[src/logic/thermal_alarm_pkg.sv]
// What this block does
// - normal mode converts every 100 ms, loads result
// - result is 11-bit two's complement, 0.125 C
// - result readable anytime, reads never disturb conversion
// - shutdown: idle, no conversions, result kept
// - bus keeps working in shutdown
// - config bit 0 picks normal or shutdown
// - convert at power-up and on leaving shutdown
// - each normal conversion compared against the one limit being watched
// - 9-bit limits, compare upper 9 result bits
// - config bit 1 mode, bits 4:3 fault filter
// - comparator: set above upper, clear below lower
// - comparator: reads or shutdown keep alarm level
// - interrupt: first trip on upper, then holds
// - interrupt: any register read clears alarm
// - interrupt: trips alternate upper then lower
// - interrupt: entering shutdown clears alarm
// - alarm needs programmed consecutive fault count
// - config bit 2 selects alarm active level
// - reset: normal, 80 C, 75 C, low, one
// - result not valid before first conversion ends
// - fault field 0..3 means 1,2,4,6 faults
// - polarity one is active high, zero low
// - mode bit one interrupt, zero comparator
// - shutdown bit one shutdown, zero normal
package thermal_alarm_pkg;

    // conversion timing
    localparam int unsigned CLK_MHZ = 250;
    localparam int unsigned CONV_INTERVAL_MS = 100;
    localparam int unsigned CONV_INTERVAL_CYCLES = CONV_INTERVAL_MS * 1000 * CLK_MHZ;

    // data widths
    localparam int unsigned RESULT_W = 11;
    localparam int unsigned LIMIT_W = 9;
    localparam int unsigned RESULT_LSB = 5;
    localparam int unsigned LIMIT_LSB = 7;

    // register indices; byte address is four times the index
    localparam logic [2:0] IDX_TEMP = 3'h0;
    localparam logic [2:0] IDX_CONF = 3'h1;
    localparam logic [2:0] IDX_HYST = 3'h2;
    localparam logic [2:0] IDX_TOS = 3'h3;
    localparam logic [2:0] IDX_STATUS = 3'h4;

    // configuration field positions
    localparam int unsigned CFG_SHUTDOWN_BIT = 0;
    localparam int unsigned CFG_INT_MODE_BIT = 1;
    localparam int unsigned CFG_POLARITY_BIT = 2;
    localparam int unsigned CFG_QUEUE_LSB = 3;

    // status field positions
    localparam int unsigned STAT_VALID_BIT = 0;
    localparam int unsigned STAT_BUSY_BIT = 1;
    localparam int unsigned STAT_ALARM_BIT = 2;
    localparam int unsigned STAT_LOOK_LOW_BIT = 3;

    // values after reset
    localparam logic [7:0] CONF_RESET = 8'h00;
    localparam logic [8:0] TOS_RESET = 9'h0a0;
    localparam logic [8:0] HYST_RESET = 9'h096;
    localparam logic [10:0] RESULT_RESET = 11'h000;

    // consecutive-fault counts per field code
    localparam logic [2:0] QUEUE_LEN_0 = 3'h1;
    localparam logic [2:0] QUEUE_LEN_1 = 3'h2;
    localparam logic [2:0] QUEUE_LEN_2 = 3'h4;
    localparam logic [2:0] QUEUE_LEN_3 = 3'h6;

    typedef enum logic [2:0] {
        ST_SHUTDOWN = 3'b001,
        ST_CONVERT = 3'b010,
        ST_WAIT = 3'b100
    } conv_state_t;

    typedef struct packed {
        logic done;
        logic [10:0] data;
    } conv_result_t;

endpackage : thermal_alarm_pkg

[src/logic/thermal_alarm_monitor.sv]
// Our own choices: the AHB-Lite register port and the register offsets.
`timescale 1ns/10ps
module thermal_alarm_monitor #(
    parameter int unsigned CONV_INTERVAL_CYCLES = thermal_alarm_pkg::CONV_INTERVAL_CYCLES
) (
    input wire logic hclk,
    input wire logic hresetn,
    input wire logic hsel,
    input wire logic [31:0] haddr,
    input wire logic [1:0] htrans,
    input wire logic hwrite,
    input wire logic [2:0] hsize,
    input wire logic [31:0] hwdata,
    input wire logic hready,
    output logic hreadyout,
    output logic [31:0] hrdata,
    output logic hresp,
    output logic conv_start,
    input wire thermal_alarm_pkg::conv_result_t conv_result,
    output logic over_temp_alarm_output
);

    localparam int CW = $clog2(CONV_INTERVAL_CYCLES + 1);
    localparam logic [CW-1:0] RELOAD = CW'(CONV_INTERVAL_CYCLES - 1);

    // ---------------- bus slave ----------------
    logic acc;
    logic rd_acc;
    logic mapped;
    logic dp_write;
    logic next_dp_write;
    logic [2:0] dp_idx;
    logic [2:0] next_dp_idx;
    logic [31:0] next_hrdata;
    logic [31:0] read_mux;

    // register state
    logic [7:0] conf;
    logic [7:0] next_conf;
    logic [8:0] tos;
    logic [8:0] next_tos;
    logic [8:0] hyst;
    logic [8:0] next_hyst;
    logic [10:0] temp_result;
    logic [10:0] next_temp_result;
    logic result_valid;
    logic next_result_valid;

    // conversion scheduler state
    thermal_alarm_pkg::conv_state_t state;
    thermal_alarm_pkg::conv_state_t next_state;
    logic [CW-1:0] cnt;
    logic [CW-1:0] next_cnt;
    logic next_conv_start;

    // alarm state
    logic alarm_active;
    logic next_alarm_active;
    logic look_low;
    logic next_look_low;
    logic [2:0] fault_cnt;
    logic [2:0] next_fault_cnt;
    logic next_alarm_out;

    // decoded controls and events
    logic shutdown;
    logic int_mode;
    logic polarity;
    logic [2:0] fault_limit;
    logic eval;
    logic shutdown_entry;
    logic signed [8:0] new_t9;
    logic upper_fault;
    logic lower_fault;
    logic want;

    assign shutdown = conf[thermal_alarm_pkg::CFG_SHUTDOWN_BIT];
    assign int_mode = conf[thermal_alarm_pkg::CFG_INT_MODE_BIT];
    assign polarity = conf[thermal_alarm_pkg::CFG_POLARITY_BIT];

    // zero wait states, always OKAY
    assign hreadyout = 1'b1;
    assign hresp = 1'b0;

    assign acc = hsel && htrans[1] && hready;
    assign rd_acc = acc && !hwrite;
    assign mapped = (haddr[31:5] == 27'h0000000) && (haddr[1:0] == 2'h0)
        && (haddr[4:2] <= thermal_alarm_pkg::IDX_STATUS);

    // read mux picked in the address phase so hrdata comes from a flop
    // limits and config are taken from the next values, so a read right behind
    // a write to the same register sees the new word instead of a stale one
    always_comb begin
        case (haddr[4:2])
            thermal_alarm_pkg::IDX_TEMP: begin
                read_mux = {16'h0000, temp_result, 5'h00};
            end
            thermal_alarm_pkg::IDX_CONF: begin
                read_mux = {24'h000000, next_conf};
            end
            thermal_alarm_pkg::IDX_HYST: begin
                read_mux = {16'h0000, next_hyst, 7'h00};
            end
            thermal_alarm_pkg::IDX_TOS: begin
                read_mux = {16'h0000, next_tos, 7'h00};
            end
            thermal_alarm_pkg::IDX_STATUS: begin
                read_mux = {28'h0000000, look_low, alarm_active,
                    state == thermal_alarm_pkg::ST_CONVERT, result_valid};
            end
            default: begin
                read_mux = 32'h00000000;
            end
        endcase
    end

    // address phase capture; unmapped reads return zero, writes dropped
    always_comb begin
        next_dp_write = acc && hwrite && mapped;
        next_dp_idx = haddr[4:2];
        next_hrdata = hrdata;
        if (rd_acc) begin
            next_hrdata = mapped ? read_mux : 32'h00000000;
        end
    end

    always_ff @(posedge hclk or negedge hresetn) begin
        if (!hresetn) begin
            dp_write <= 1'b0;
            dp_idx <= 3'h0;
            hrdata <= 32'h00000000;
        end else begin
            dp_write <= next_dp_write;
            dp_idx <= next_dp_idx;
            hrdata <= next_hrdata;
        end
    end

    // data phase writes; bus stays live in every mode
    always_comb begin
        next_conf = conf;
        next_tos = tos;
        next_hyst = hyst;
        if (dp_write) begin
            case (dp_idx)
                thermal_alarm_pkg::IDX_CONF: next_conf = hwdata[7:0];
                thermal_alarm_pkg::IDX_HYST: next_hyst = hwdata[15:7];
                thermal_alarm_pkg::IDX_TOS: next_tos = hwdata[15:7];
                default: next_conf = conf;
            endcase
        end
    end

    // power-up defaults: normal, 80 C, 75 C, active low, one fault
    always_ff @(posedge hclk or negedge hresetn) begin
        if (!hresetn) begin
            conf <= thermal_alarm_pkg::CONF_RESET;
            tos <= thermal_alarm_pkg::TOS_RESET;
            hyst <= thermal_alarm_pkg::HYST_RESET;
        end else begin
            conf <= next_conf;
            tos <= next_tos;
            hyst <= next_hyst;
        end
    end

    // ---------------- conversion scheduler ----------------
    // a late converter simply delays the next start; starts never overlap
    assign shutdown_entry = shutdown && (state != thermal_alarm_pkg::ST_SHUTDOWN);
    assign eval = (state == thermal_alarm_pkg::ST_CONVERT) && conv_result.done && !shutdown;

    always_comb begin
        next_state = state;
        next_cnt = (cnt != '0) ? cnt - CW'(1) : cnt;
        next_conv_start = 1'b0;
        next_temp_result = temp_result;
        next_result_valid = result_valid;
        case (state)
            thermal_alarm_pkg::ST_SHUTDOWN: begin
                next_cnt = '0;
                if (!shutdown) begin
                    next_state = thermal_alarm_pkg::ST_WAIT;
                end
            end
            thermal_alarm_pkg::ST_CONVERT: begin
                if (shutdown) begin
                    next_state = thermal_alarm_pkg::ST_SHUTDOWN;
                end else if (conv_result.done) begin
                    next_temp_result = conv_result.data;
                    next_result_valid = 1'b1;
                    next_state = thermal_alarm_pkg::ST_WAIT;
                end
            end
            thermal_alarm_pkg::ST_WAIT: begin
                if (shutdown) begin
                    next_state = thermal_alarm_pkg::ST_SHUTDOWN;
                end else if (cnt == '0) begin
                    next_conv_start = 1'b1;
                    next_cnt = RELOAD;
                    next_state = thermal_alarm_pkg::ST_CONVERT;
                end
            end
            default: begin
                next_state = thermal_alarm_pkg::ST_WAIT;
            end
        endcase
    end

    // reset lands in wait with zero count, so the first start follows at once
    always_ff @(posedge hclk or negedge hresetn) begin
        if (!hresetn) begin
            state <= thermal_alarm_pkg::ST_WAIT;
            cnt <= '0;
            conv_start <= 1'b0;
            temp_result <= thermal_alarm_pkg::RESULT_RESET;
            result_valid <= 1'b0;
        end else begin
            state <= next_state;
            cnt <= next_cnt;
            conv_start <= next_conv_start;
            temp_result <= next_temp_result;
            result_valid <= next_result_valid;
        end
    end

    // ---------------- alarm logic ----------------
    always_comb begin
        case (conf[thermal_alarm_pkg::CFG_QUEUE_LSB +: 2])
            2'h0: fault_limit = thermal_alarm_pkg::QUEUE_LEN_0;
            2'h1: fault_limit = thermal_alarm_pkg::QUEUE_LEN_1;
            2'h2: fault_limit = thermal_alarm_pkg::QUEUE_LEN_2;
            default: fault_limit = thermal_alarm_pkg::QUEUE_LEN_3;
        endcase
    end

    // only the upper nine result bits meet the nine-bit limits
    assign new_t9 = conv_result.data[10:2];
    assign upper_fault = new_t9 > $signed(tos);
    assign lower_fault = new_t9 < $signed(hyst);

    // which limit is being watched now
    always_comb begin
        if (int_mode) begin
            want = look_low ? lower_fault : upper_fault;
        end else begin
            want = alarm_active ? lower_fault : upper_fault;
        end
    end

    // clears are applied first so a trip in the same cycle wins
    always_comb begin
        next_alarm_active = alarm_active;
        next_look_low = look_low;
        next_fault_cnt = fault_cnt;
        // comparator mode never clears here, so reads and shutdown keep its level
        if (int_mode && (rd_acc || shutdown_entry)) begin
            next_alarm_active = 1'b0;
        end
        if (eval) begin
            if (int_mode && alarm_active) begin
                next_fault_cnt = 3'h0;
            end else if (want) begin
                if (3'(fault_cnt + 3'h1) >= fault_limit) begin
                    next_fault_cnt = 3'h0;
                    if (int_mode) begin
                        next_alarm_active = 1'b1;
                        next_look_low = !look_low;
                    end else begin
                        next_alarm_active = !alarm_active;
                    end
                end else begin
                    next_fault_cnt = 3'(fault_cnt + 3'h1);
                end
            end else begin
                next_fault_cnt = 3'h0;
            end
        end
    end

    // polarity comes from the next config so a polarity write moves the pin at the same edge
    assign next_alarm_out = next_conf[thermal_alarm_pkg::CFG_POLARITY_BIT] ? next_alarm_active
        : !next_alarm_active;

    always_ff @(posedge hclk or negedge hresetn) begin
        if (!hresetn) begin
            alarm_active <= 1'b0;
            look_low <= 1'b0;
            fault_cnt <= 3'h0;
            over_temp_alarm_output <= 1'b1;
        end else begin
            alarm_active <= next_alarm_active;
            look_low <= next_look_low;
            fault_cnt <= next_fault_cnt;
            over_temp_alarm_output <= next_alarm_out;
        end
    end

    // ---------------- checks ----------------
    property p_load_result;
        @(posedge hclk) disable iff (!hresetn)
        eval |=> (temp_result == $past(conv_result.data)) && result_valid;
    endproperty
    a_load_result: assert property (p_load_result) else $error("result not loaded");

    property p_no_start_shutdown;
        @(posedge hclk) disable iff (!hresetn)
        shutdown ##1 shutdown |-> !conv_start && $stable(temp_result);
    endproperty
    a_no_start_shutdown: assert property (p_no_start_shutdown) else $error("shutdown active");

    property p_read_keeps_conv;
        @(posedge hclk) disable iff (!hresetn)
        rd_acc && state == thermal_alarm_pkg::ST_CONVERT && !conv_result.done && !shutdown
        |=> state == thermal_alarm_pkg::ST_CONVERT;
    endproperty
    a_read_keeps_conv: assert property (p_read_keeps_conv) else $error("read upset conversion");

    property p_restart;
        @(posedge hclk) disable iff (!hresetn)
        state == thermal_alarm_pkg::ST_SHUTDOWN && !shutdown |-> ##[2:3] conv_start;
    endproperty
    a_restart: assert property (p_restart) else $error("no start after shutdown");

    property p_comp_hold;
        @(posedge hclk) disable iff (!hresetn)
        !int_mode && !eval |=> $stable(alarm_active);
    endproperty
    a_comp_hold: assert property (p_comp_hold) else $error("comparator alarm moved");

    property p_read_clear;
        @(posedge hclk) disable iff (!hresetn)
        int_mode && rd_acc && !eval |=> !alarm_active;
    endproperty
    a_read_clear: assert property (p_read_clear) else $error("read did not clear");

    property p_shutdown_clear;
        @(posedge hclk) disable iff (!hresetn)
        int_mode && shutdown_entry |=> !alarm_active;
    endproperty
    a_shutdown_clear: assert property (p_shutdown_clear) else $error("shutdown kept alarm");

    property p_queue;
        @(posedge hclk) disable iff (!hresetn)
        $rose(alarm_active) |-> $past(eval) && ($past(fault_cnt) == $past(fault_limit) - 3'h1);
    endproperty
    a_queue: assert property (p_queue) else $error("alarm before fault count");

    property p_polarity;
        @(posedge hclk) disable iff (!hresetn)
        ##1 over_temp_alarm_output == (polarity ? alarm_active : !alarm_active);
    endproperty
    a_polarity: assert property (p_polarity) else $error("alarm level wrong");

    property p_valid_first;
        @(posedge hclk) disable iff (!hresetn)
        $rose(result_valid) |-> $past(eval);
    endproperty
    a_valid_first: assert property (p_valid_first) else $error("valid without conversion");

    // a start request is a single-cycle pulse
    property p_start_pulse;
        @(posedge hclk) disable iff (!hresetn)
        conv_start |=> !conv_start;
    endproperty
    a_start_pulse: assert property (p_start_pulse) else $error("start pulse too long");

    // an interrupt alarm only drops on a read or on entering shutdown
    property p_int_hold;
        @(posedge hclk) disable iff (!hresetn)
        int_mode && alarm_active && !rd_acc && !shutdown_entry |=> alarm_active;
    endproperty
    a_int_hold: assert property (p_int_hold) else $error("interrupt alarm dropped");

    // a conversion that misses the watched limit restarts the fault count
    property p_fault_restart;
        @(posedge hclk) disable iff (!hresetn)
        eval && !want |=> fault_cnt == 3'h0;
    endproperty
    a_fault_restart: assert property (p_fault_restart) else $error("fault count kept");

endmodule : thermal_alarm_monitor

[config.mk]
export PLATFORM = sky130hd
export DESIGN_NAME = thermal_alarm_monitor
export DESIGN_NICKNAME = d
export VERILOG_FILES = /design/src/logic/thermal_alarm_pkg.sv /design/src/logic/thermal_alarm_monitor.sv
export SDC_FILE = /design/constraint.sdc
export NUM_CORES = 1
export LEC_CHECK = 0
export ABC_CLOCK_PERIOD_IN_PS = 6250
export BUFFER_PORTS_ARGS = -buffer_cell sky130_fd_sc_hd__buf_4
export CORE_MARGIN = 3
export CORE_UTILIZATION = 28
export DETAILED_ROUTE_END_ITERATION = 7
export SYNTH_ARGS = -nofsm -noshare
export SYNTH_HDL_FRONTEND = slang
export SYNTH_SLANG_ARGS = --single-unit
[constraint.sdc]
create_clock -name hclk -period 6.25 [get_ports hclk]
set_input_delay 0.625 -clock hclk [delete_from_list [all_inputs] [get_ports hclk]]
set_output_delay 0.625 -clock hclk [all_outputs]
set_load 0.1 [all_outputs]
==> results list, run 1 <==
- On the worst path, the slowest cell contributes a delay of between 0.7 and 0.8 ns.
- Maximum ir drop on the vdd rail: 130.8 uV
- The via count of the first global-routing pass is 4052.
* Area of the core: 0.01742 sq mm
- 0 antenna diodes ended up in the layout.
* Cell breakdown of the critical path: or3b_2 > nand3b_1 > nor3_1 > o21ai_0 > a221oi_1 > xnor2_1
- Period Utilization, post-route: between 40% and 50%
- Setup WS pre-CTS: 3.238 ns
* Final min period: about 3.0 ns
- Asr flop ratio synth: 100.0%
* Startpoint class of the critical path: flop
- Number of search-and-repair iterations in the first detailed-routing pass: 4
* Highest fanout seen on the critical path: 19
- Buffers added to address setup during post-CTS repair amount to 0.
- Root Buffer: sky130_fd_sc_hd__clkbuf_16
* Total wire length after detailed routing: 12.19 mm
- Number of enable flip-flop cells after synthesis: 0
- Number of antenna-violating nets in the routed design: 0
* Clock-pin slew reported for the worst setup and hold paths after clock tree synthesis: 0.06 ns
- Std cell rows: 48
* Buffers & Inverters on Critical Path: 0
- The final route contains 3871 vias.
* Cell area after technology mapping: 0.005004 sq mm
- F_max: 335.7 MHz
- The synthesized design contains 93 register bits.
* Setup Crit Path Kind: flop to flop
* Max Root-Sink Buffers: 2
* Static leakage power: 2.818 nW
- The area growth from synthesis to layout is 21.98%.
- Final count of negative-setup-slack endpoints: 0
- Hold is met by 0.1651 ns.
- Setup Skew: about 0.0059 ns
* Number of placed instances with taps included: 789
- Clock latency on the worst-skew pair: 0.33 ns
* Final non-filler cell total: 805
- TritonCTS clock tree: yes
* Filler cells: 1781
- In this run the power density over the cells is 258.1 mW/mm^2.
- After routing, the total negative slack on setup checks comes to 0 ns.
- In this run the cell area measured after placement is roughly 0.0058 sq mm.
- Drc violations: 0
* Routability congestion estimate: roughly 0.81
- In the routed layout, each cell is associated on average with a via count of 4.809.
- Rel. slew slack: 34.55%
* Area enclosed by the die boundary: roughly 0.02 sq mm
- Ranked by total cell area, the synthesized netlist is headed by sky130_fd_sc_hd__dfrtp_1 (43%), sky130_fd_sc_hd__ha_1 (6.0%), sky130_fd_sc_hd__mux2_2 (5.4%).
- Horizontal die dimension: approximately 140 microns
- Post-cts repair resize count: 0
- Number of buffers created by CTS: 9
- Global routing used 12.63% of the available tracks across all layers.
* Post-route total power: 1.575 mW
* YS warnings: 0
* Number of input and output port buffers inserted: between 80 and 90
* Max cap viols: 0
* Worst Path Arrival: 3.24 ns
* Netlist cell types: 58
* Cell type with the highest aggregate area in the netlist: sky130_fd_sc_hd__dfrtp_1
- Counting every instance in the synthesized netlist gives 496.
* Synth Flop Type: sky130_fd_sc_hd__dfrtp_1
- Grouping stages by cell kind, the critical path spends the most delay in simple AND/OR/NAND/NOR gates.
- Cell area after layout: 0.006103 sq mm
- Setup repair after global routing left no endpoint under its margin.
- Required time at the worst-slack endpoint: 6.51 ns
- The number of antenna violations at the first check in global routing came to 0.
* Worst hold path class: input port to async pin
* Deepest level of the CTS H-tree: 3
- Mapped Avg Cell Area: 10.09 sq um
* Number of DRC violations after detailed-routing iteration 0: 209
- After the last flow step, the layout net total stands at 685.
* CP max stage cell: sky130_fd_sc_hd__nand3b_1
- In this run the count of I/O pins placed on the die edge is ~120.
- Number of hold buffers added after cts: 0
- First-pass GRT wire length: 20.29 mm
- Chip Height: 139.7 microns
* Final Hold Fails: 0
- Actual slew at the worst max-slew pin: a little under 1 ns
- In the final layout, the share of cells above drive strength 1 is between 20 and 30%.
- The flow ran to the end, and the final reports show no timing, DRC or antenna violations.
- HPWL after detailed placement: 9.005 mm
* Largest net degree at the start of global routing: 74
- Sequential cells were found to cover a little under half of the synthesized design area.
- The synthesized design devotes to its leading area cell type 42.51% of total area.
* Clock Sinks: 93
* Critical Path End Type: flop
* Average wire length per cell after detail routing: 15.14 microns
- Final slew viol count: 0
- Fin worst setup slack: approximately 3.3 ns
- Initial Utilization: 28.73%
- For this run, the share of the core covered by cells in the final layout is 35.04%.
- Total gr overflow: 0
[worst register-to-register path, stage by stage (launching register included)]
cell and delay, ns:
sky130_fd_sc_hd__dfrtp_1 0.45, sky130_fd_sc_hd__or3b_2 0.52, sky130_fd_sc_hd__nand3b_1 0.77, sky130_fd_sc_hd__nor3_1 0.45, sky130_fd_sc_hd__o21ai_0 0.15, sky130_fd_sc_hd__a221oi_1 0.39, sky130_fd_sc_hd__xnor2_1 0.17
[layer usage]
| layer | vias to the layer above | track usage (%) | part of all wire (%) |
|---|---|---|---|
| li1 | 1888 | - | - |
| met1 | 1880 | 16.21 | 44 |
| met2 | 88 | 21.68 | 51 |
| met3 | 15 | 2.921 | 4.1 |
| met4 | 0 | 2.856 | 0.97 |
| met5 | - | 0 | 0 |
[flip-flops by register name (all words and copies together) (netlist names), 8 cells and up]
name and count:
cnt 25, conf 8, hrdata 16, hyst 9, temp_result 11, tos 9
[cell type report]
class                           instances  area (sq um)  share of cell area (%)
Clock buffer                           13         260.3                   4.264
Clock inverter                          3         43.79                  0.7175
Inverter                               32         121.4                   1.989
Multi-Input combinational cell        352          2406                   39.42
Sequential cell                        93          2337                   38.29
Tap cell                              225         281.5                   4.613
Timing Repair Buffer                   87         653.1                   10.70
[layout by cell type (no fill, tap or decap), types with 3 or more instances in the layout]
cell                        count
sky130_fd_sc_hd__a211oi_1      11
sky130_fd_sc_hd__a21oi_1       17
sky130_fd_sc_hd__a31oi_1        3
sky130_fd_sc_hd__buf_4         87
sky130_fd_sc_hd__clkbuf_16      9
sky130_fd_sc_hd__conb_1        18
sky130_fd_sc_hd__dfrtp_1       85
sky130_fd_sc_hd__dfstp_2        8
sky130_fd_sc_hd__ha_1          24
sky130_fd_sc_hd__inv_1         30
sky130_fd_sc_hd__mux2_2        24
sky130_fd_sc_hd__mux2i_1       17
sky130_fd_sc_hd__nand2_1       44
sky130_fd_sc_hd__nand2b_1       5
sky130_fd_sc_hd__nand3_1       16
sky130_fd_sc_hd__nand4_1        5
sky130_fd_sc_hd__nor2_1        31
sky130_fd_sc_hd__nor2b_1        4
sky130_fd_sc_hd__nor3_1        10
sky130_fd_sc_hd__nor4_1        14
sky130_fd_sc_hd__o21a_1        10
sky130_fd_sc_hd__o21ai_0       29
sky130_fd_sc_hd__o221ai_1       4
sky130_fd_sc_hd__o31ai_1        5
sky130_fd_sc_hd__or3_1          6
sky130_fd_sc_hd__or3b_2         3
sky130_fd_sc_hd__or4_1          3
sky130_fd_sc_hd__xnor2_1       12
sky130_fd_sc_hd__xor2_1         6
[report_power, final]
group	switching [mW]	leakage, nW	total [mW]	internal [mW]
sequential	0.0631	1.17	0.732	0.669
clock	0.221	0.150	0.554	0.332
combinational	0.171	1.50	0.289	0.118
total	0.456	2.82	1.58	1.12
[cell usage after synthesis, types with 2 or more instances]
cell type                   instances
sky130_fd_sc_hd__o31ai_1            5
sky130_fd_sc_hd__or3_1              6
sky130_fd_sc_hd__xnor2_1           12
sky130_fd_sc_hd__nor2b_1            4
sky130_fd_sc_hd__or3b_2             3
sky130_fd_sc_hd__nor3b_1            2
sky130_fd_sc_hd__conb_1             2
sky130_fd_sc_hd__ha_1              24
sky130_fd_sc_hd__a31oi_1            3
sky130_fd_sc_hd__o221ai_1           4
sky130_fd_sc_hd__a21o_1             2
sky130_fd_sc_hd__mux2i_1           17
sky130_fd_sc_hd__xor2_1             6
sky130_fd_sc_hd__nand4_1            5
sky130_fd_sc_hd__buf_4             18
sky130_fd_sc_hd__o21a_1            10
sky130_fd_sc_hd__mux2_2            24
sky130_fd_sc_hd__nor2_1            31
sky130_fd_sc_hd__o21ai_0           29
sky130_fd_sc_hd__a211oi_1          11
sky130_fd_sc_hd__or4_1              3
sky130_fd_sc_hd__nand3b_1           2
sky130_fd_sc_hd__inv_1             30
sky130_fd_sc_hd__clkbuf_1           9
sky130_fd_sc_hd__nor4_1            14
sky130_fd_sc_hd__dfstp_2            8
sky130_fd_sc_hd__nand3_1           16
sky130_fd_sc_hd__buf_2              3
sky130_fd_sc_hd__a2111oi_0          2
sky130_fd_sc_hd__a21oi_1           17
sky130_fd_sc_hd__dfrtp_1           85
sky130_fd_sc_hd__nand4b_1           2
sky130_fd_sc_hd__nand2_1           44
sky130_fd_sc_hd__nor4b_1            2
sky130_fd_sc_hd__a311oi_1           2
sky130_fd_sc_hd__nand2b_1           5
sky130_fd_sc_hd__nor3_1            10
sky130_fd_sc_hd__buf_1              4
[logic make-up (layout without fill, tap and decap cells)]
logic type      count (synthesis)  in the layout  synth area share [%]
mux                            41             41                 8.802
flops                          93             93                 46.71
simple gates                  157            157                 16.38
compound gates                 94             94                 12.18
buf+inv                        67            135                 6.626
xor+xnor                       18             18                 3.151
other cells                     2             18                0.1501
fa+ha+maj                      24             24                 6.002
[path summary, 6_finish.rpt]
kind,from,endpoint,slack [ns],cells past startpoint
setup / recovery,state[1]$_DFFE_PN0P_,over_temp_alarm_output$_DFF_PN1_,3.27,6
hold / removal,hresetn,cnt[6]$_DFF_PN0_,0.17,1
setup reg to reg,state[1]$_DFFE_PN0P_,over_temp_alarm_output$_DFF_PN1_,3.27,6
hold reg to reg,result_valid$_DFFE_PN0P_,result_valid$_DFFE_PN0P_,0.46,2
max in group asynchronous,hresetn,temp_result[6]$_DFFE_PN0P_,4.91,2
min in group hclk,haddr[4],dp_idx[2]$_DFF_PN0_,0.42,1
(Power assumes the default switching activity.)
==> run 2, diff against run 1 <==
Settings changed: ABC_AREA from default to 1, ABC_CLOCK_PERIOD_IN_PS 6250 to 2800.
Clock period 6.25 ns to 2.8 ns, I/O delays scaled along.
==> run 2 against run 1 <==
  * Sequential share of layout area is 2.2 points lower
  * Cell count grew 21%
  * Cell area up 6.1%
  * First-iteration DRC count did not move
  * Die area increased by 5.4%
  * Combinational power rose to 4.4 times the previous value
  * Highest routed layer unchanged
==> results list, run 2 <==
* Max cap viols: 0
- Share of total power in the clock network: 30.9%
- Average wire length per cell after detail routing: approximately 14 microns
- Unrepaired setup endpoints after global routing: false
- Setup Skew: 0.008464 ns
* Final Hold Fails: 0
* Number of global-route vias before repair: 4419
- Largest net degree at the start of global routing: 72
* Synth Flop Type: sky130_fd_sc_hd__dfrtp_1
- Boundary pin count: 122
* Fraction of the yosys area taken by sequential cells: 44.19%
- Setup Crit Path Kind: flop to flop
* Mapped Avg Cell Area: 8.187 sq um
- Cell types with the largest area share after synthesis: sky130_fd_sc_hd__dfrtp_1 (40%), sky130_fd_sc_hd__nand2_1 (11%), sky130_fd_sc_hd__inv_1 (5.8%)
* F_max: 458.2 MHz
- Worst setup slack for register-to-register paths: roughly 0.62 ns
* Dominant combinational cell family by area after synthesis: simple AND/OR/NAND/NOR gates
* Met2 Wirelength: 6.286 mm
- Critical hold path startpoint: haddr[3]
- sky130_fd_sc_hd__nand2_1 is the most common cell in the netlist.
* Clock-pin slew reported for the worst setup and hold paths after clock tree synthesis: ~0.08 ns
- Period Utilization, post-route: 77.94%
* Via total after detailed routing: 4452
* Internal power contribution: 2.738 mW
* Deepest level of the CTS H-tree: 3
- The clock reaches the later pin of the worst-skew pair after roughly 0.35 ns.
- The cell count after synthesis came out at 646.
- Area enclosed by the die boundary: 0.02057 sq mm
* Clock Sinks: between 90 and 100
- In this run the worst setup path begins at hyst[4]$_DFF_PN1_.
- The finished layout holds 971 standard cells, fillers aside.
- Netlist cell types: 43
- First-pass GRT wire length: 22.45 mm
- The library cells used most frequently in the layout, excluding fill and tap cells, are sky130_fd_sc_hd__nand2_1 (148), sky130_fd_sc_hd__buf_4 (92), sky130_fd_sc_hd__dfrtp_1 (85).
- Number of DRC violations after detailed-routing iteration 0: between 200 and 250
- In this run the static leakage power is 3.370 nW.
- After the last flow step, the layout net total stands at roughly 850.
- Routability-driven placement finished with a final weighted congestion of 0.8369.
* Number of cells on the worst hold path: 1
- Chip Height: 143.4 microns
* Final count of negative-setup-slack endpoints: 0
* Number of antenna diodes: 0
- Post-cts repair resize count: 0
- Data arrives at the worst endpoint at 2.47 ns.
- Cells with a size suffix above 1 make up 20.22% of the layout.
* Most common library cells after synthesis: sky130_fd_sc_hd__nand2_1 (148), sky130_fd_sc_hd__dfrtp_1 (85), sky130_fd_sc_hd__inv_1 (82)
- Switching power as a share of total power: 37.16%
- The largest registers in the layout are cnt x25, hrdata x16, temp_result x11.
- Ranked by flip-flop count, first place goes to cnt.
- Number of buffers created by CTS: 9
* Power per cell area: a little under 700 mW/mm^2
* Share of synthesized cell area in full adder, half adder and majority cells: 5.678%
* Sum of routed wire segments on met1: 6.200 mm
- Fin worst setup slack: 0.6178 ns
- Of all flip-flops after synthesis, the portion carrying an async set or reset was 100.0%.
- The placed instances occupy a cell area of approximately 0.006 sq mm.
* Setup WS pre-CTS: 0.6512 ns
- The count of buffers added on input and output ports is 83.
- Along the worst path, the maximum fanout reaches 4.
- Total wire length after detailed routing: around 13 mm
- Run status: finished, final reports clean
- Max Root-Sink Buffers: 2
- Switching power: 1.619 mW
* Number of enable flip-flop cells after synthesis: 0
* Critical Path End Type: flop
* Number of placed instances with taps included: 955
* Horizontal die dimension: between 100 and 150 microns
- Util after Layout: 35.45%
- At the pin with the least slew margin, the transition time is 0.9487 ns.
- In the detailed route, the total length drawn on met3 is about 750 microns.
- Number of hold buffers added after cts: 0
* Cell type with the highest aggregate area in the netlist: sky130_fd_sc_hd__dfrtp_1
- Post-route total power: 4.356 mW
* TritonCTS clock tree: yes
- Summing every instance area after synthesis gives 0.005289 sq mm.
* Layout area overhead: 22.45%
- Maximum ir drop on the vdd rail: 276.6 uV
- Global routing used 13.90% of the available tracks.
* Share of cell area taken by muxes after synthesis: 0.4258%
- Number of flip-flops in the largest register: 25
- Top metal layer carrying routed signals: met4
* Sequential share of power: 39.8%
- Summed over all failing endpoints, the final setup total negative slack is 0 ns.
- Summing the areas of all and, or, nand and nor instances in the mapped netlist gives 26.52% of the synthesized area.
- Count of buffers added by post-CTS timing repair for setup: 0
- After floorplanning, the core was sized to cover 0.01827 sq mm.
* Final min period: 2.182 ns
- Total gr overflow: 0
* Rel. slew slack: 36.75%
- The initialized floorplan defines 49 standard-cell rows.
* Root Buffer: sky130_fd_sc_hd__clkbuf_16
- Hold_ws: around 0.055 ns
- Most common library cell in the layout ignoring fill and taps: sky130_fd_sc_hd__nand2_1
* Compound-Gate Fraction of Synth Area: about a tenth
- Worst hold path class: input port to flop
- In this run, the combinational gates consume 29.2% of the power.
- YS warnings: 0
- Initial Utilization: 28.95%
* Worst reg-to-reg path cell count: 16
- Cell area after layout: roughly 0.0065 sq mm
- For this run, the detailed router's first-pass iteration total came to 4.
* Number of antenna-violating nets in the routed design: 0
- Via/cell ratio: 4.585
- Initial antenna violation count: 0
- The share of synthesized area in the top cell type comes to 40.22%.
- Post-synthesis register bit count: 93
* Final slew viol count: 0
* Drc violations: 0
* Required time at the worst-slack endpoint: approximately 3 ns
- The worst register-to-register path begins at hyst[4]$_DFF_PN1_.
* Startpoint class of the critical path: flop
- Detailed placement finished with a half-perimeter wire length of 9.997 mm.
- After Yosys synthesis, XOR and XNOR cells account for 2.815% of the synthesized area.
==> run 2: cell count changes after synthesis, sizes merged, moves of 8 or more <==
cell and change:
mux2i -17, inv +56, nand4 +8, a211oi -10, mux2 -22, a22o +13
nand2 +108, o21a -8, nand3 +21, a21oi +21, nor4 -8, nor2 +42
==> run 2: per-layer routing <==
layer	vias to the layer above	global-route usage (%)
met3	13	3.927
met2	102	22.50
met1	2084	18.32
met5	-	0
li1	2253	-
met4	0	3.766
==> run 2: power groups by stage <==
stage / combinational (mW) / clock (mW) / sequential (mW)
floorplan: 0.990 / 0 / 1.73
global placement: 1.25 / 0 / 1.76
detailed placement: 1.28 / 0 / 1.76
CTS: 1.28 / 1.39 / 1.74
global route: 1.44 / 1.44 / 1.77
finish: 1.27 / 1.35 / 1.74
==> run 2: kinds of logic (layout without fill, tap and decap cells) <==
| logic type | Yosys count | in the layout |
|---|---|---|
| AND/OR/NAND/NOR | 299 | 299 |
| XOR/XNOR | 17 | 17 |
| adder cells (fa/ha/maj) | 24 | 24 |
| flip-flops | 93 | 93 |
| AO/OA/AOI/OAI | 94 | 94 |
| multiplexers | 2 | 2 |
| other | 2 | 18 |
| buffers and inverters | 115 | 195 |
==> run 2: final cells by class <==
cell class                 count  area (sq um)
multi-input combinational    454          2505
clock buffer                  10         239.0
clock inverter                 6         88.84
timing repair buffer          92         690.7
sequential                    93          2337
tap                          229         286.5
fill                        1920         11790
inverter                      87         329.1
==> run 2: worst paths after layout <==
| path | to |
|---|---|
| max in group asynchronous | cnt[14]$_DFF_PN0_ |
| min in group asynchronous | temp_result[6]$_DFFE_PN0P_ |
| max | over_temp_alarm_output$_DFF_PN1_ |
| max reg2reg | over_temp_alarm_output$_DFF_PN1_ |
| min reg2reg | result_valid$_DFFE_PN0P_ |
| min | dp_idx[1]$_DFF_PN0_ |
==> run 2: worst max-delay path, cell delays in order (launching register included) <==
cell and delay, ns:
sky130_fd_sc_hd__dfstp_2 0.52, sky130_fd_sc_hd__inv_1 0.05, sky130_fd_sc_hd__ha_1 0.29, sky130_fd_sc_hd__nand2_1 0.09, sky130_fd_sc_hd__inv_1 0.04, sky130_fd_sc_hd__nand2_1 0.05, sky130_fd_sc_hd__nand2_1 0.06, sky130_fd_sc_hd__nand2_1 0.08
sky130_fd_sc_hd__nand4_1 0.12, sky130_fd_sc_hd__nand3_1 0.12, sky130_fd_sc_hd__nand2_1 0.06, sky130_fd_sc_hd__nor2_2 0.14, sky130_fd_sc_hd__nand3_1 0.19, sky130_fd_sc_hd__nand2_1 0.13, sky130_fd_sc_hd__nand2_1 0.08, sky130_fd_sc_hd__nand2_1 0.06
sky130_fd_sc_hd__nand2_1 0.05
==> run 3, diff against run 2 <==
Settings changed: ABC_CLOCK_PERIOD_IN_PS 2800 to 2200.
Clock period 2.8 ns to 2.2 ns, I/O delays scaled along.
==> run 3 against run 2 <==
  * Non-clock buffer count is 14 higher
  * Global-route usage is 0.26 points lower
  * Clock-buffer cell count is 1 lower
  * Routed wire length is 1.7% higher
  * Sequential cell count stayed put
  * Maximum frequency is 5.5% higher
  * Largest cell class unchanged
  * Highest routed layer unchanged
==> results list, run 3 (synthesized netlist as in run 2, its figures left out) <==
- Run status: finished, final reports clean
- Worst Path Arrival: 2.37 ns
- The largest registers in the layout are cnt x25, hrdata x16, temp_result x11.
- The finished layout holds 985 standard cells, fillers aside.
* Setup Crit Path Kind: flop to flop
- Static leakage power: 3.428 nW
* Maximum ir drop on the vdd rail: between 300 and 400 uV
* Share of total power in the clock network: 28.5%
- Final min period: 2.068 ns
- Net switching is 38.14% of the power.
- The core region is 0.01827 sq mm.
- Input and output buffers added on the ports amount to 83.
* Most common library cell in the layout ignoring fill and taps: sky130_fd_sc_hd__nand2_1
- In this run the deepest clock path goes through 2 buffers.
- Total gr overflow: 0
* Drc violations: 0
- Clock Sinks: 93
* Chip Height: roughly 140 microns
* Boundary pin count: ~120
- Switching power: between 2 and 2.5 mW
* Total negative slack for setup checks: 0 ns
- Std cell rows: 49
- The first global-routing pass estimated 22.07 mm of wire.
* Via/cell ratio: 4.568
- After the first detailed-routing iteration, the DRC count stood at 227.
- Cell area after layout: 0.006676 sq mm
- The count of pins over their slew limit was 0.
- In this run the critical register-to-register path is captured at over_temp_alarm_output$_DFF_PN1_.
- At the pin with the least slew margin, the transition time is 0.5395 ns.
* Period Utilization, post-route: 94.00%
- Per report_power, the combinational group accounts for a little over 30% of the total.
- The worst hold path begins at conv_result[0].
- Max cap viols: 0
- TritonCTS built the clock tree.
* Setup Skew: 0.01123 ns
- Area enclosed by the die boundary: approximately 0.021 sq mm
* Number of global-route vias before repair: between 4000 and 5000
- Launching point of the worst reg2reg path: fault_cnt[0]$_DFFE_PN0P_
- At the end of the flow the core is filled with cells to 36.54%.
- The library cells used most frequently in the layout, excluding fill and tap cells, are sky130_fd_sc_hd__nand2_1 (141), sky130_fd_sc_hd__buf_4 (101), sky130_fd_sc_hd__dfrtp_1 (85).
- From synthesis to final layout, the design area changed by 26.24%.
- For the worst flop-to-flop path, the logic depth is 11.
- cnt holds more flip-flops than any other register.
* Root Buffer: sky130_fd_sc_hd__clkbuf_16
- F_max: 483.6 MHz
- The detailed router placed 4499 vias in this run.
* Number of search-and-repair iterations in the first detailed-routing pass: 4
* Power per cell area: 816.7 mW/mm^2
* Number of placed instances with taps included: between 900 and 1000
- Worst setup slack for register-to-register paths: 0.13 ns
- The wire-length estimate of the detail-placed layout is 10.28 mm.
* Worst hold path class: input port to flop
* Initial Utilization: between 20% and 30%
- Max stage delay on crit path: 0.39 ns
* Sequential share of power: around two fifths
* Final count of negative-setup-slack endpoints: 0
* Number of buffers created by CTS: 9
- The number of antenna violations at the first check in global routing came to 0.
- In the final routed layout, each cell accounts on average for 13.83 microns.
- Counting stages on the worst path, the most repeated cell is sky130_fd_sc_hd__nand2_1.
* Internal power contribution: 3.373 mW
- The detail route stage leaves a number of antenna-violating nets equal to 0.
- Layout cells sized above 1: 23.81%
- Routability-driven placement finished with a final weighted congestion of 0.8528.
- Number of antenna diodes: 0
* Rel. slew slack: between 60 and 70%
* CP max stage cell: sky130_fd_sc_hd__dfrtp_1
* Number of flip-flops in the largest register: 25
- Cell breakdown of the critical path: ha_1 > xor2_2 > ha_4 > a21oi_1 > o21ai_0 > a31o_2 > o21ai_1 > nand4_1 > nand2_1 > nand2_1 > nand2_1
- Wires add up to 13.63 mm.
* Clock-pin slew reported for the worst setup and hold paths after clock tree synthesis: 0.07 ns
- The floorplan step set the die width to 143.4 microns.
- Hold_ws: 0.06176 ns
* Final Net Count: ~860
- The H-tree was split into 3 levels.
* Startpoint class of the critical path: flop
- Number of cells on the worst hold path: 3
- Once placement finished, the instance area stood at ~0.0062 sq mm.
- Critical Path End Type: flop
- Entering global routing, the biggest net connects 39 pins.
- Final Hold Fails: 0
- At the worst endpoint, the required time is about 2.5 ns.
- Hold path endpoint: temp_result[0]$_DFFE_PN0P_
- Total Routing Usage GR: 13.64%
* Highest fanout seen on the critical path: 4
- Clock latency on the worst-skew pair: 0.36 ns
-- run 3: cell count changes in the layout (fill, tap and decap cells not counted), sizes merged --
cell,previous run,this run
bufinv,1,0
dlygate4sd3,0,4
clkbuf,10,9
inv,91,92
buf,92,102
clkinvlp,0,1
-- run 3: worst max-delay path by stage --
stage	startpoint	to	slack [ns]	cells past startpoint
floorplan	fault_cnt[0]$_DFFE_PN0P_	over_temp_alarm_output$_DFF_PN1_	0.23	11
CTS	fault_cnt[0]$_DFFE_PN0P_	over_temp_alarm_output$_DFF_PN1_	0.06	11
detailed placement	hyst[4]$_DFF_PN1_	over_temp_alarm_output$_DFF_PN1_	0.07	15
global route	fault_cnt[0]$_DFFE_PN0P_	over_temp_alarm_output$_DFF_PN1_	-0.03	11
global placement	hyst[4]$_DFF_PN1_	over_temp_alarm_output$_DFF_PN1_	0.09	16
finish	fault_cnt[0]$_DFFE_PN0P_	over_temp_alarm_output$_DFF_PN1_	0.13	11
-- run 3: worst max-delay path, delay by kind of cell (launching register included) --
| kind | cells | cell delay (ns) |
|---|---|---|
| AO/OA/AOI/OAI | 4 | 0.58 |
| AND/OR/NAND/NOR | 4 | 0.33 |
| XOR/XNOR | 1 | 0.22 |
| adder cells (fa/ha/maj) | 2 | 0.48 |
| flip-flops | 1 | 0.39 |
-- run 3: power by group through the flow --
stage / Combinational, mW / Sequential (mW) / Clock [mW]
after floorplan: 1.26 / 2.20 / 0
after global placement: 1.63 / 2.23 / 0
after detailed placement: 1.66 / 2.23 / 0
after CTS: 1.68 / 2.20 / 1.61
after global routing: 1.92 / 2.24 / 1.67
final: 1.69 / 2.20 / 1.55
-- run 3: routing by layer --
layer  vias up  GRT usage (%)  wire length (microns)
met4         0          3.617                    131
li1       2284              -                      -
met5         -              0                      0
met2       109          22.30                   6652
met1      2095          17.87                   6045
met3        11          3.760                    797
-- run 3: cell type report --
type,instances,area [sq um]
flip-flops and latches,93,2337
clock buffers,9,225.2
fillers,1910,11590
repair buffers,106,818.3
multi-input cells,454,2616
clock inverters,7,63.81
well taps,229,286.5
inverters,87,329.1
-- run 3: timing repair --
item                                    in CTS  in global routing
setup buffers                                0                  1
hold buffers                                 4                  0
gates resized for setup                      0                 22
endpoints found under the setup margin       0                  5
hold endpoints to repair                    35                  0
-- run 3: metrics by stage --
step           total power [mW]  setup WS, ns
2_1_floorplan             3.463        0.2330
3_3_place_gp              3.860       0.08662
3_5_place_dp              3.893       0.07123
4_1_cts                   5.493       0.05668
5_1_grt                   5.829      -0.02541
6_report                  5.453        0.1321
